<file path="src/sbac_pkg.sv">
// package: constants and types for the serial byte-access control registers
package sbac_pkg;
  // ==========================================================
  // target address and command code
  localparam logic [6:0] TARGET_ADDR = 7'h69;
  localparam int CMD_BYTE_MODE_BIT = 7;
  // ==========================================================
  // register indices
  localparam logic [6:0] IDX_DRIVE_FS = 7'h00;
  localparam logic [6:0] IDX_PAIR_EN = 7'h01;
  // ==========================================================
  // field positions
  localparam int DRIVE_BIT = 6;
  localparam int PAIR_DEBUG_BIT = 2;
  localparam int PAIR_ONE_BIT = 1;
  localparam int PAIR_ZERO_BIT = 0;
  // ==========================================================
  // reset values, fixed masks, unmapped read value and bit counts
  localparam logic [7:0] DRIVE_FS_RESET = 8'h40;
  localparam logic [7:0] DRIVE_FS_WMASK = 8'h40;
  localparam logic [7:0] PAIR_EN_RESET = 8'h7f;
  localparam logic [7:0] PAIR_EN_WMASK = 8'h07;
  localparam logic [7:0] UNMAPPED_READ = 8'h00;
  localparam logic [3:0] BIT_LAST = 4'h7;
  localparam logic [3:0] BIT_ACK = 4'h8;
  // count after the ack clock has risen, so its fall closes the byte
  localparam logic [3:0] BIT_ACK_END = 4'h9;
  // ==========================================================
  // transaction phases
  typedef enum logic [2:0] {
    SBAC_IDLE, SBAC_ADDR, SBAC_CMD, SBAC_WDATA, SBAC_RDATA, SBAC_RACK, SBAC_WAIT
  } sbac_phase_t;
  // clock outputs control bundle
  typedef struct packed {
    logic periph_high_drive;
    logic debug_pair_en;
    logic proc1_pair_en;
    logic proc0_pair_en;
  } sbac_clk_ctrl_t;
endpackage

</file>
<file path="src/sbac_target.sv">
// serial two-wire target giving byte access to the first two control bytes
`timescale 1ns/1ns
// Notes on behaviour
// - write: address, write bit, command, both acknowledged
// - command msb set selects indexed byte access
// - write data byte acknowledged and stored
// - read: repeated start, address read, byte returned
// - byte0 bit6 sets peripheral clock drive strength
// - byte0 bits4..0 show latched frequency selects
// - byte1 bits2..0 enable processor clock pairs
// - answer only own address, others ignored
// - defaults load at reset, bus always usable
module sbac_target
(
  // clock and reset
  input wire logic clk_sys,
  input wire logic arst_n,
  // serial bus, data is open drain
  input wire logic scl_in,
  input wire logic sda_in,
  output logic sda_oe_n,
  // power-up strap pins
  input wire logic [4:0] freq_select_pins,
  // clock output controls
  output sbac_pkg::sbac_clk_ctrl_t clk_ctrl,
  output logic [4:0] freq_select_latched
);
  // ==========================================================
  // synchronisers and edge detection
  logic [1:0] scl_sync;
  logic [1:0] sda_sync;
  logic [4:0] fs_sync0;
  logic [4:0] fs_sync1;
  logic scl_d;
  logic sda_d;
  logic strap_taken;
  logic [1:0] strap_fill;
  always_ff @(posedge clk_sys or negedge arst_n)
  begin
    if (!arst_n)
    begin
      scl_sync <= 2'h3;
      sda_sync <= 2'h3;
      scl_d <= 1'b1;
      sda_d <= 1'b1;
      fs_sync0 <= 5'h00;
      fs_sync1 <= 5'h00;
    end
    else
    begin
      scl_sync <= {scl_sync[0], scl_in};
      sda_sync <= {sda_sync[0], sda_in};
      scl_d <= scl_sync[1];
      sda_d <= sda_sync[1];
      fs_sync0 <= freq_select_pins;
      fs_sync1 <= fs_sync0;
    end
  end
  wire scl = scl_sync[1];
  wire sda = sda_sync[1];
  wire scl_rise = scl & ~scl_d;
  wire scl_fall = ~scl & scl_d;
  wire start_seen = scl & scl_d & sda_d & ~sda;
  wire stop_seen = scl & scl_d & ~sda_d & sda;
  // ==========================================================
  // control bytes
  logic [7:0] drive_and_freq_select_status;
  logic [7:0] processor_clock_pair_enables;
  // straps caught once after reset release, after two flops
  always_ff @(posedge clk_sys or negedge arst_n)
  begin
    if (!arst_n)
    begin
      strap_fill <= 2'h0;
      strap_taken <= 1'b0;
      freq_select_latched <= 5'h00;
    end
    else
    begin
      // wait until both strap flops hold pin values, not reset zeros
      strap_fill <= {strap_fill[0], 1'b1};
      if (strap_fill[1] && !strap_taken)
      begin
        strap_taken <= 1'b1;
        freq_select_latched <= fs_sync1;
      end
    end
  end
  // ==========================================================
  // protocol engine
  sbac_pkg::sbac_phase_t phase;
  sbac_pkg::sbac_phase_t next_phase;
  logic [3:0] bit_cnt;
  logic [7:0] shift;
  logic [6:0] index;
  logic byte_mode;
  logic drive_ack;
  wire byte_done = scl_rise && (bit_cnt == sbac_pkg::BIT_LAST);
  wire [7:0] shifted = {shift[6:0], sda};
  wire addr_match = shifted[7:1] == sbac_pkg::TARGET_ADDR;
  wire is_read = shifted[0];
  wire cmd_byte = shifted[sbac_pkg::CMD_BYTE_MODE_BIT];
  wire hit_fs = index == sbac_pkg::IDX_DRIVE_FS;
  wire hit_pair = index == sbac_pkg::IDX_PAIR_EN;
  // reserved bits come from the reset constants, writes only touch the mask
  wire [7:0] fs_view = (drive_and_freq_select_status & sbac_pkg::DRIVE_FS_WMASK)
    | {3'h0, freq_select_latched};
  wire [7:0] read_byte = hit_fs ? fs_view :
    hit_pair ? processor_clock_pair_enables : sbac_pkg::UNMAPPED_READ;
  wire write_ok = (phase == sbac_pkg::SBAC_WDATA) && byte_done && byte_mode;
  // ack only a matching address byte and a write's command and data bytes, so a foreign or extra byte stays unanswered
  wire ack_wanted = (phase == sbac_pkg::SBAC_ADDR) ? addr_match :
    (phase == sbac_pkg::SBAC_CMD) || (phase == sbac_pkg::SBAC_WDATA);
  always_comb
  begin
    next_phase = phase;
    unique case (phase)
      sbac_pkg::SBAC_IDLE: next_phase = phase;
      sbac_pkg::SBAC_ADDR:
        if (byte_done)
          next_phase = !addr_match ? sbac_pkg::SBAC_IDLE :
            is_read ? sbac_pkg::SBAC_RDATA : sbac_pkg::SBAC_CMD;
      sbac_pkg::SBAC_CMD:
        if (byte_done)
          next_phase = sbac_pkg::SBAC_WDATA;
      sbac_pkg::SBAC_WDATA:
        if (byte_done)
          next_phase = sbac_pkg::SBAC_WAIT;
      sbac_pkg::SBAC_RDATA:
        if (byte_done)
          next_phase = sbac_pkg::SBAC_RACK;
      sbac_pkg::SBAC_RACK:
        if (scl_fall && bit_cnt == sbac_pkg::BIT_ACK_END)
          next_phase = sbac_pkg::SBAC_WAIT;
      sbac_pkg::SBAC_WAIT: next_phase = phase;
    endcase
  end
  always_ff @(posedge clk_sys or negedge arst_n)
  begin
    if (!arst_n)
    begin
      phase <= sbac_pkg::SBAC_IDLE;
      bit_cnt <= 4'h0;
      shift <= 8'h00;
      index <= 7'h00;
      byte_mode <= 1'b0;
      drive_ack <= 1'b0;
      sda_oe_n <= 1'b1;
    end
    else if (start_seen)
    begin
      // a repeated start keeps the index for the read that follows
      phase <= sbac_pkg::SBAC_ADDR;
      bit_cnt <= 4'h0;
      drive_ack <= 1'b0;
      sda_oe_n <= 1'b1;
    end
    else if (stop_seen)
    begin
      phase <= sbac_pkg::SBAC_IDLE;
      drive_ack <= 1'b0;
      sda_oe_n <= 1'b1;
    end
    else
    begin
      phase <= next_phase;
      if (scl_rise && bit_cnt < sbac_pkg::BIT_ACK)
        shift <= shifted;
      // the ack clock is counted too, else its rise would pass for a data bit
      if (scl_rise && bit_cnt <= sbac_pkg::BIT_ACK)
        bit_cnt <= bit_cnt + 4'h1;
      if (phase == sbac_pkg::SBAC_CMD && byte_done)
      begin
        byte_mode <= cmd_byte;
        index <= shifted[6:0];
      end
      if (byte_done)
        drive_ack <= ack_wanted;
      if (scl_fall)
      begin
        if (bit_cnt == sbac_pkg::BIT_ACK_END)
        begin
          // ack bit over, start next byte
          bit_cnt <= 4'h0;
          drive_ack <= 1'b0;
          if (phase == sbac_pkg::SBAC_RDATA)
          begin
            shift <= read_byte;
            sda_oe_n <= ~read_byte[7] ? 1'b0 : 1'b1;
          end
          else
            sda_oe_n <= 1'b1;
        end
        else if (drive_ack)
          sda_oe_n <= 1'b0;
        else if (phase == sbac_pkg::SBAC_RDATA && bit_cnt != 4'h0)
          sda_oe_n <= shift[7];
        else if (phase == sbac_pkg::SBAC_RACK)
          sda_oe_n <= 1'b1;
      end
    end
  end
  // ==========================================================
  // register storage, reserved bits fixed
  always_ff @(posedge clk_sys or negedge arst_n)
  begin
    if (!arst_n)
    begin
      drive_and_freq_select_status <= sbac_pkg::DRIVE_FS_RESET;
      processor_clock_pair_enables <= sbac_pkg::PAIR_EN_RESET;
    end
    else if (write_ok && !start_seen && !stop_seen)
    begin
      if (hit_fs)
        drive_and_freq_select_status <= (shifted & sbac_pkg::DRIVE_FS_WMASK)
          | (sbac_pkg::DRIVE_FS_RESET & ~sbac_pkg::DRIVE_FS_WMASK);
      if (hit_pair)
        processor_clock_pair_enables <= (shifted & sbac_pkg::PAIR_EN_WMASK)
          | (sbac_pkg::PAIR_EN_RESET & ~sbac_pkg::PAIR_EN_WMASK);
    end
  end
  // ==========================================================
  // registered control outputs
  always_ff @(posedge clk_sys or negedge arst_n)
  begin
    if (!arst_n)
      clk_ctrl <= '1;
    else
    begin
      clk_ctrl.periph_high_drive <= drive_and_freq_select_status[sbac_pkg::DRIVE_BIT];
      clk_ctrl.debug_pair_en <= processor_clock_pair_enables[sbac_pkg::PAIR_DEBUG_BIT];
      clk_ctrl.proc1_pair_en <= processor_clock_pair_enables[sbac_pkg::PAIR_ONE_BIT];
      clk_ctrl.proc0_pair_en <= processor_clock_pair_enables[sbac_pkg::PAIR_ZERO_BIT];
    end
  end
endmodule

</file>
<file path="config.mk">
export PLATFORM = sky130hd
export DESIGN_NAME = sbac_target
export DESIGN_NICKNAME = d
export VERILOG_FILES = /design/src/sbac_pkg.sv /design/src/sbac_target.sv
export SDC_FILE = /design/constraint.sdc
export NUM_CORES = 1
export LEC_CHECK = 0
export ABC_AREA = 0
export BUFFER_PORTS_ARGS = -buffer_cell sky130_fd_sc_hd__buf_4
export CORE_UTILIZATION = 31
export DETAILED_ROUTE_END_ITERATION = 10
export HOLD_SLACK_MARGIN = 0.12
export REMOVE_ABC_BUFFERS = 1
export SYNTH_ARGS = -nofsm -noshare
export SYNTH_HDL_FRONTEND = slang
export SYNTH_SLANG_ARGS = --single-unit
</file>
<file path="constraint.sdc">
create_clock -name clk_sys -period 3.36 [get_ports clk_sys]
set_input_delay 0.168 -clock clk_sys [delete_from_list [all_inputs] [get_ports clk_sys]]
set_output_delay 0.168 -clock clk_sys [all_outputs]
set_load 0.02 [all_outputs]
</file>
## Yosys cells after proc, flatten, opt, wreduce, memory -nomap -nowiden

Cells that the tools add are included.

| word-level totals | value |
|---|---|
| flip-flop bits (word level) | 57 |
| word-level logic and storage cells | 119 |

| operators by class | value |
|---|---|
| add/sub/neg operators | 1 |
| magnitude comparators | 2 |
| equality and inequality tests | 17 |
| multiplexer cells | 36 |
| bitwise operators | 14 |
| reductions and logical operators | 27 |

Operator list:

| cell | number |
|---|---|
| 8-bit 2-to-1 mux | 4 |
| 3-bit 2-to-1 mux | 9 |
| 4-bit 2-to-1 mux | 5 |
| 4-bit inequality test (second input constant) | 5 |
| 1-bit 2-to-1 mux | 15 |
| 3-bit one-hot mux with 5 select lines | 1 |
| 7-bit 2-to-1 mux | 2 |
| 1-bit logical AND | 11 |
| 3-bit equality test (second input constant) | 3 |
| 2-bit AND reduction | 4 |
| 1-bit AND | 7 |
| 7-bit by 1-bit equality test with 1-bit output (second input constant) | 1 |
| 7-bit equality test (second input constant) | 1 |
| 7-bit logical NOT | 1 |
| 7-bit by 5-bit bitwise OR with 7-bit output | 1 |
| 3-bit by 2-bit equality test with 1-bit output (second input constant) | 2 |
| 1-bit NOT | 6 |
| 6-bit AND reduction | 1 |
| 6-bit nonzero test | 1 |
| 4-bit by 1-bit adder with 4-bit output (second input constant) | 1 |
| 4-bit by 3-bit equality test with 1-bit output (second input constant) | 1 |
| 4-bit equality test (second input constant) | 1 |
| 4-bit <= comparator (second input constant) | 1 |
| 4-bit less-than comparator (second input constant) | 1 |
| other kinds (10) | 12 |

## Longest topological paths before layout

Gate-level depths: netlist (run 1).

| logic depth | value |
|---|---|
| depth after elaboration | 8 |
| gate-level depth with buffers | 7 |
| mapped depth without buffers | 7 |

## Worst setup path after synthesis (run 1)

No wires, ideal clock.

| timing | value |
|---|---|
| path type | register to register |
| start | register scl_sync[1] |
| end | register processor_clock_pair_enables[0] |
| library setup time | 82 ps |
| arrival | 1957 ps |
| setup slack | 1321 ps |
| stages on the path, launching flop included | 7 |
| path buffers | 1 |
| period minus slack after synthesis | 2039 ps |
| cells stage by stage | dfstp_2 > or3b_1 > clkbuf_2 > nor3_1 > and4_1 > and3_1 > mux2_2 |

| between the ends | value |
|---|---|
| word-level cells in the longest chain between the ends | 7 |

RTL lines:

| element | line | source |
|---|---|---|
| from (decl) | sbac_target.sv:30 | `logic [1:0] scl_sync;` |
| from (signal assigned) | sbac_target.sv:51 | `scl_sync <= {scl_sync[0], scl_in};` |
| 1-bit AND (on tied branches) | sbac_target.sv:63, sbac_target.sv:64, sbac_target.sv:61 |  |
| 1-bit AND or 1-bit logical AND (tied branches) | sbac_target.sv:63, sbac_target.sv:98 |  |
| 1-bit AND or 1-bit logical AND (tied branches) | sbac_target.sv:63, sbac_target.sv:110 |  |
| 1-bit logical NOT or 1-bit logical AND (tied branches) | sbac_target.sv:212, sbac_target.sv:110 |  |
| 1-bit logical AND | sbac_target.sv:212 | `else if (write_ok && !start_seen && !stop_seen)` |
| 1-bit logical AND * | sbac_target.sv:212 |  |
| 2-bit AND reduction (no source line) * | -- |  |
| to (signal assigned) | sbac_target.sv:210 | `processor_clock_pair_enables <= sbac_pkg::PAIR_EN_RESET;` |
| to (signal assigned) | sbac_target.sv:218 | `processor_clock_pair_enables <= (shifted & sbac_pkg::PAIR_EN_WMASK)` |
| to (decl) | sbac_target.sv:68 | `logic [7:0] processor_clock_pair_enables;` |

Mark *: on every way between the ends. The rest lies on a longest branch, timed or not.
A chain may end at the register's enable or synchronous reset.

## Worst setup path in the final report (run 1)

| timing | value |
|---|---|
| start | register scl_sync[1] |
| end | register index[1] |

| between the ends | value |
|---|---|
| word-level cells in the longest chain between the ends | 5 |

RTL lines:

| element | line | source |
|---|---|---|
| 1-bit AND | sbac_target.sv:63, sbac_target.sv:64 |  |
| 1-bit AND (on tied branches) (2 in a row) | sbac_target.sv:64, sbac_target.sv:63 |  |
| 1-bit NOT (no source line) | -- |  |
| 3-bit AND reduction (no source line) * | -- |  |
| to (signal assigned) | sbac_target.sv:175 | `index <= shifted[6:0];` |
| to (decl) | sbac_target.sv:95 | `logic [6:0] index;` |

Marked as above.

==> metrics.txt, run 1 <==
Max rail drop VDD=0.3062 mV; routed length per instance=13.30 µm; Core ar.=7370 µm²; Net Switching=480.3 µW; CTS buffer count=9; Post-CTS Setup Repair Bufs=0; Avg Inst Size Synth=12.38 µm²; root buf cell=clkbuf_8; CTS tree=done; Final Max Slew Viols=0; worst endpoint required time=3.58 ns; final antenna-violating net count=0; RSZ-0062 raised after global routing=no; mapped cell area=2414 µm²; WHS Path Cells=0; Final Setup Violations=0; routed wire length=4376 µm; sequential fraction of the synthesis area=0.5988; Final Critical Period=2.386 ns; H-tree levels=3; worst setup margin=0.9740 ns; worst-margin pin slew=0.7264 ns; DR vias=1574; outcome=finished clean; Total Negative Setup Slacks=0 ns; first-pass GRT wire length=7458 µm; Worst-path clk slew=0.07 ns; Worst R2R Start=scl_sync[1]; hold path startpoint=fs_sync0[1]; DRC=0; Core Rows=31; Die Footprint=8142 µm²; Cell Int Power=1.332 mW; vias in the first global route=1497; share of layout cells above drive strength 1=0.3478; Area Growth Syn to Fin=22.34%; GR Util All Layers=0.1187; Clock Tree Buf Depth=2; Seq cells post-synth=57; worst reg2reg setup slack=0.97 ns; reg2reg path depth=3; clk_lat worst skew=0.34 ns; Min-Delay Path Class=register to register; combinational fraction of design power=0.130; Min-Delay Endpoint=fs_sync1[1]; Fin. Hold Viols=0; Worst setup EP type=register; DRT Pass-1 Iters=4; crit-path leading delay family=simple AND/OR/NAND/NOR gates; Synth Instances=195; Crit Reg-Reg Endpoint=index[1]; largest net degree at the start of global routing=58; cell taking the most area after synthesis=dfrtp_1; worst-path maximum fanout=15; leakage=1.245 nW; Core Util, Final=0.4007; I/O Buffers=18; final net count=237; Top Ports=19; Hold Slack=0.3483 ns; # diodes=0; Initial Utilization=0.3275; crit path cell chain=or3b_1 -> nor4_4 -> mux2_2; initial antenna violation count=0; Synth area leaders=dfrtp_1, dfstp_2, mux2_2, o221a_2, mux2i_1; Net Sw Frac=0.2650; Flop pwr share=0.475; Ys Warns=0; Overflow after GRT=0; fillers=725; critical path class=register to register; Pwr Density=613.8 nW/µm²; CP Data Arrival Time=2.61 ns; Final period util=0.7101; Die Wd=90.24 µm; Setup Skew=0.008143 ns; crit path buf inv count=0; Clock power frac=0.395; DR iter-0 viols=186; post-synth top area share=0.4355; delay of the slowest cell on the worst path=0.68 ns; pre-CTS setup slack=0.9813 ns; CP max-delay cell=nor4_4; count of cell types in the netlist=42; Worst setup SP type=register; max cap viols=0; die height=90.24 µm; DP Wirelength=2908 µm; FMAX=419.1 MHz; worst relative slew slack=0.5120; vias per cell=4.784; GPL Wtd Cong=0.7357; Clock Sinks=57
==> routing by layer <==
layer / routed length [µm] / GRT usage / share of wire
met1: 2151 / 0.1615 / 0.49
met4: 53 / 0.04435 / 0.012
met5: 0 / 0 / 0
met3: 187 / 0.05076 / 0.043
met2: 1983 / 0.1667 / 0.45
==> state kept, by name, indices dropped and copies added, names as in the netlist, 2 cells and up <==
signal and count:
fs_sync0 5, phase 3, clk_ctrl 4, index 7
bit_cnt 4, scl_sync 2, shift 8, fs_sync1 5
processor_clock_pair_enables 3, strap_fill 2, freq_select_latched 5, sda_sync 2
==> worst reg2reg max path: cells and delay by family (launching register included) <==
| family | cells | cell delay [ns] |
|---|---|---|
| simple gates | 2 | 1.29 |
| flops | 1 | 0.58 |
| mux | 1 | 0.41 |
==> stage by stage <==
step / std cells / cell area (µm²) / power (mW)
finish: 329 / 2953 / 1.812
global route: 329 / 2953 / 1.910
CTS: 329 / 2953 / 1.836
detailed placement: 305 / 2645 / 1.101
global placement: 305 / 2645 / 1.096
floorplan: 188 / 2386 / 1.010
==> cells by family after synthesis <==
kind of cell | after synthesis | synth area share
flops | 57 | 0.5988
simple gates | 57 | 0.1317
compound gates | 40 | 0.1208
mux | 24 | 0.1089
buf+inv | 12 | 0.01918
fa+ha+maj | 3 | 0.01555
other cells | 1 | 0.001554
xor+xnor | 1 | 0.003629
==> how the worst max path moves through the flow <==
stage	slack, ns	from	depth (start not counted)	end
6_report	0.97	scl_sync[1]	3	index[1]
5_1_grt	0.84	scl_sync[1]	5	processor_clock_pair_enables[1]
4_1_cts	0.96	scl_sync[1]	3	index[1]
3_5_place_dp	0.98	scl_sync[1]	3	index[3]
3_3_place_gp	1.02	scl_sync[1]	3	index[5]
2_1_floorplan	1.21	scl_sync[1]	5	processor_clock_pair_enables[0]
==> final cells by class <==
class	count	area, µm²	share of cell area
repair buffers	26	215.2	0.07288
multi-input cells	126	922.1	0.3123
well taps	99	123.9	0.04195
clock buffers	10	137.6	0.04661
flip-flops and latches	57	1445	0.4894
inverters	5	18.77	0.006356
clock inverters	6	90.09	0.03051
==> placed cells by master (no fill, tap or decap), types with 3 or more instances in the layout <==
cell type       n
dlygate4sd3_1   8
a22o_1          3
o221a_2         7
nor2_1         14
o21ai_0         8
nor3_1          6
ha_1            3
dfrtp_1        42
nand2b_1        5
nand2_1        11
dfstp_2        15
inv_1           5
a21oi_1        11
clkbuf_8       10
mux2i_1         6
or2_2           3
mux2_2         18
buf_4          18
==> Yosys cell counts <==
cell type  count
a2111oi_0      1
a211oi_1       1
a21o_1         2
a21oi_1       11
a22o_1         3
a311oi_1       1
a31o_4         1
a31oi_1        1
and3_1         2
and4_1         1
buf_1          1
clkbuf_1       5
clkbuf_2       1
conb_1         1
dfrtp_1       42
dfstp_2       15
ha_1           3
inv_1          5
mux2_2        18
mux2i_1        6
nand2_1       11
nand2b_1       5
nand3_1        1
nand3b_1       2
nand4b_1       1
nor2_1        14
nor2b_1        1
nor3_1         6
nor3b_1        1
nor4_1         1
nor4_4         1
o21ai_0        8
o21bai_1       2
o221a_2        7
o22ai_1        2
or2_2          3
or2b_1         2
or3_1          2
or3b_1         1
or3b_2         1
or4_1          1
xnor2_1        1
==> power by group through the flow <==
stage / Clock (mW) / Combinational (mW) / Sequential [mW]
6_report: 0.716 / 0.235 / 0.861
3_3_place_gp: 0 / 0.227 / 0.869
3_5_place_dp: 0 / 0.231 / 0.870
5_1_grt: 0.773 / 0.263 / 0.874
4_1_cts: 0.738 / 0.239 / 0.858
2_1_floorplan: 0 / 0.162 / 0.848
==> timing repair <==
item | CTS | global route
hold endpoints to repair | 49 | 0
hold buffers | 8 | 0
resized for setup | 0 | 0
No activity file was read; power rests on OpenSTA's default activity.
==> inputs of run 2 (changes only) <==
clock period = 1.9 ns   (was 3.36 ns; I/O delays follow)
==> run 2 against run 1 <==
Effect of this change:
- maximum frequency rose by 26%
- power rose by 80%
- final cell count rose by 5.5%
- largest power group unchanged
==> metrics.txt, run 2 (synthesis results as in run 1) <==
Min-Delay Endpoint=fs_sync1[1]; Setup Skew=0.006549 ns; max FFs per register=8; Initial Utilization=0.3275; routed wire length=4613 µm; Core Util, Final=0.4345; Clock power frac=0.383; Pwr Density=1021 nW/µm²; # diodes=0; Worst setup EP type=register; DR vias=1639; Worst R2R Start=scl_sync[1]; leakage=1.356 nW; CP Data Arrival Time=2.15 ns; CTS buffer count=9; vias in the first global route=1598; Clock Sinks=57; Max rail drop VDD=0.6533 mV; Core Rows=31; WHS Path Cells=0; Net Sw Frac=0.2621; critical path class=register to register; vias per cell=4.723; Min-Delay Path Class=register to register; Multi-input gate area=1027 µm²; hold path startpoint=fs_sync0[1]; Final period util=0.9996; Worst setup SP type=register; worst endpoint required time=2.15 ns; final net count=255; share of layout cells above drive strength 1=0.4435; Reg area=1445 µm²; CTS tree=done; Fin. Hold Viols=0; Area Growth Syn to Fin=32.66%; commonest cells after routing, fill and taps aside=dfrtp_1, buf_4, dfstp_2, nor2_1; Top reg by flops=shift; Worst-path clk slew=0.06 ns; GR Util All Layers=0.1228; Overflow after GRT=0; Flop pwr share=0.457; GPL Wtd Cong=0.7797; delay of the slowest cell on the worst path=0.52 ns; clk_lat worst skew=0.33 ns; worst relative slew slack=0.5390; Final Critical Period=1.899 ns; biggest regs=shift x8, index x7; Net Switching=856.8 µW; Core ar.=7370 µm²; Top Ports=19; Post-CTS Setup Repair Bufs=0; root buf cell=clkbuf_8; Cell Int Power=2.412 mW; Power Total=3.269 mW; Die Footprint=8142 µm²; max cap viols=0; combinational fraction of design power=0.160; DRT Pass-1 Iters=4; fillers=706; final antenna-violating net count=0; RSZ-0062 raised after global routing=yes; routed length per instance=13.29 µm; DRC=0; Die Wd=90.24 µm; initial antenna violation count=0; largest net degree at the start of global routing=58; die height=90.24 µm; DR iter-0 viols=80; I/O Buffers=18; crit-path leading delay family=simple AND/OR/NAND/NOR gates; worst-margin pin slew=0.6914 ns; FMAX=526.5 MHz; worst-path maximum fanout=4; outcome=finished clean; crit path cell chain=or3b_4 -> buf_6 -> or3_4 -> a21oi_4 -> o22ai_2 -> a21oi_2; DP Wirelength=3151 µm; Final Max Slew Viols=0; reg2reg path depth=6; most common cell after layout, fill and taps aside=dfrtp_1; crit path buf inv count=1; first-pass GRT wire length=7693 µm; Clock Tree Buf Depth=2; Final Setup Violations=0; worst reg2reg setup slack=0.0007 ns; CP max-delay cell=dfstp_2; Crit Reg-Reg Endpoint=phase[0]; H-tree levels=3
==> run 2: cell types whose count changed in the layout (fill, tap and decap cells not counted), moves of 2 or more <==
cell      before  now
mux2_2        18    8
a21oi_1       11    9
mux2_4         0   10
buf_4         18   34
nand2_2        0    2
nand2_1       11    9
clkinv_4       1    3
buf_6          0    2
==> run 2: worst register-to-register path: cells and delay by family (launching register included) <==
family                 cells  cell delay (ns)
AO/OA/AOI/OAI              3             0.38
buffers and inverters      1             0.15
AND/OR/NAND/NOR            2             0.77
flip-flops                 1             0.52
==> run 2: worst max-delay path by stage <==
stage | startpoint | endpoint | slack, ns | depth (start not counted)
6_report | scl_sync[1] | phase[0] | 0.0007 | 6
5_1_grt | scl_sync[1] | phase[0] | -0.06 | 5
4_1_cts | scl_sync[1] | processor_clock_pair_enables[1] | -0.05 | 5
3_5_place_dp | scl_sync[1] | phase[0] | -0.17 | 6
3_3_place_gp | scl_sync[1] | phase[0] | -0.13 | 6
2_1_floorplan | scl_sync[1] | processor_clock_pair_enables[0] | -0.25 | 5
==> run 2: timing repair <==
item                       CTS  global route
hold endpoints to repair    49             0
setup endpoints to repair   13            20
hold buffers                 8             0
resized for setup            8            19
pin swaps                    5             3
==> run 2: power groups by stage <==
stage          combinational [mW]  sequential, mW  clock [mW]
3_3_place_gp                0.478            1.51           0
3_5_place_dp                0.492            1.51           0
6_report                    0.523            1.50        1.25
5_1_grt                     0.582            1.52        1.37
2_1_floorplan               0.287            1.50           0
4_1_cts                     0.515            1.49        1.30
==> run 2: final cells by class <==
type | count | share of cell area
flip-flops and latches | 57 | 0.4513
clock buffers | 10 | 0.04299
well taps | 99 | 0.03869
multi-input cells | 126 | 0.3208
repair buffers | 44 | 0.1118
clock inverters | 6 | 0.02853
inverters | 5 | 0.005862
==> run 2: routing by layer <==
metal,global-route usage,up-vias,part of all wire
met2,0.1858,26,0.47
met5,0,-,0
met1,0.1600,803,0.48
met3,0.03130,9,0.029
met4,0.06855,0,0.021
li1,-,801,-
==> run 2: through the flow <==
stage	cells	setup slack, ns	instance area (µm²)	hold slack [ns]	setup TNS (ns)
floorplan	188	-0.2506	2386	-0.2006	-2.908
global placement	323	-0.1276	2780	0.1917	-1.031
detailed placement	323	-0.1653	2780	0.1955	-1.366
CTS	347	-0.04612	3126	0.3518	-0.1609
global route	347	-0.05523	3202	0.3559	-0.3890
finish	347	0.0006677	3202	0.3477	0
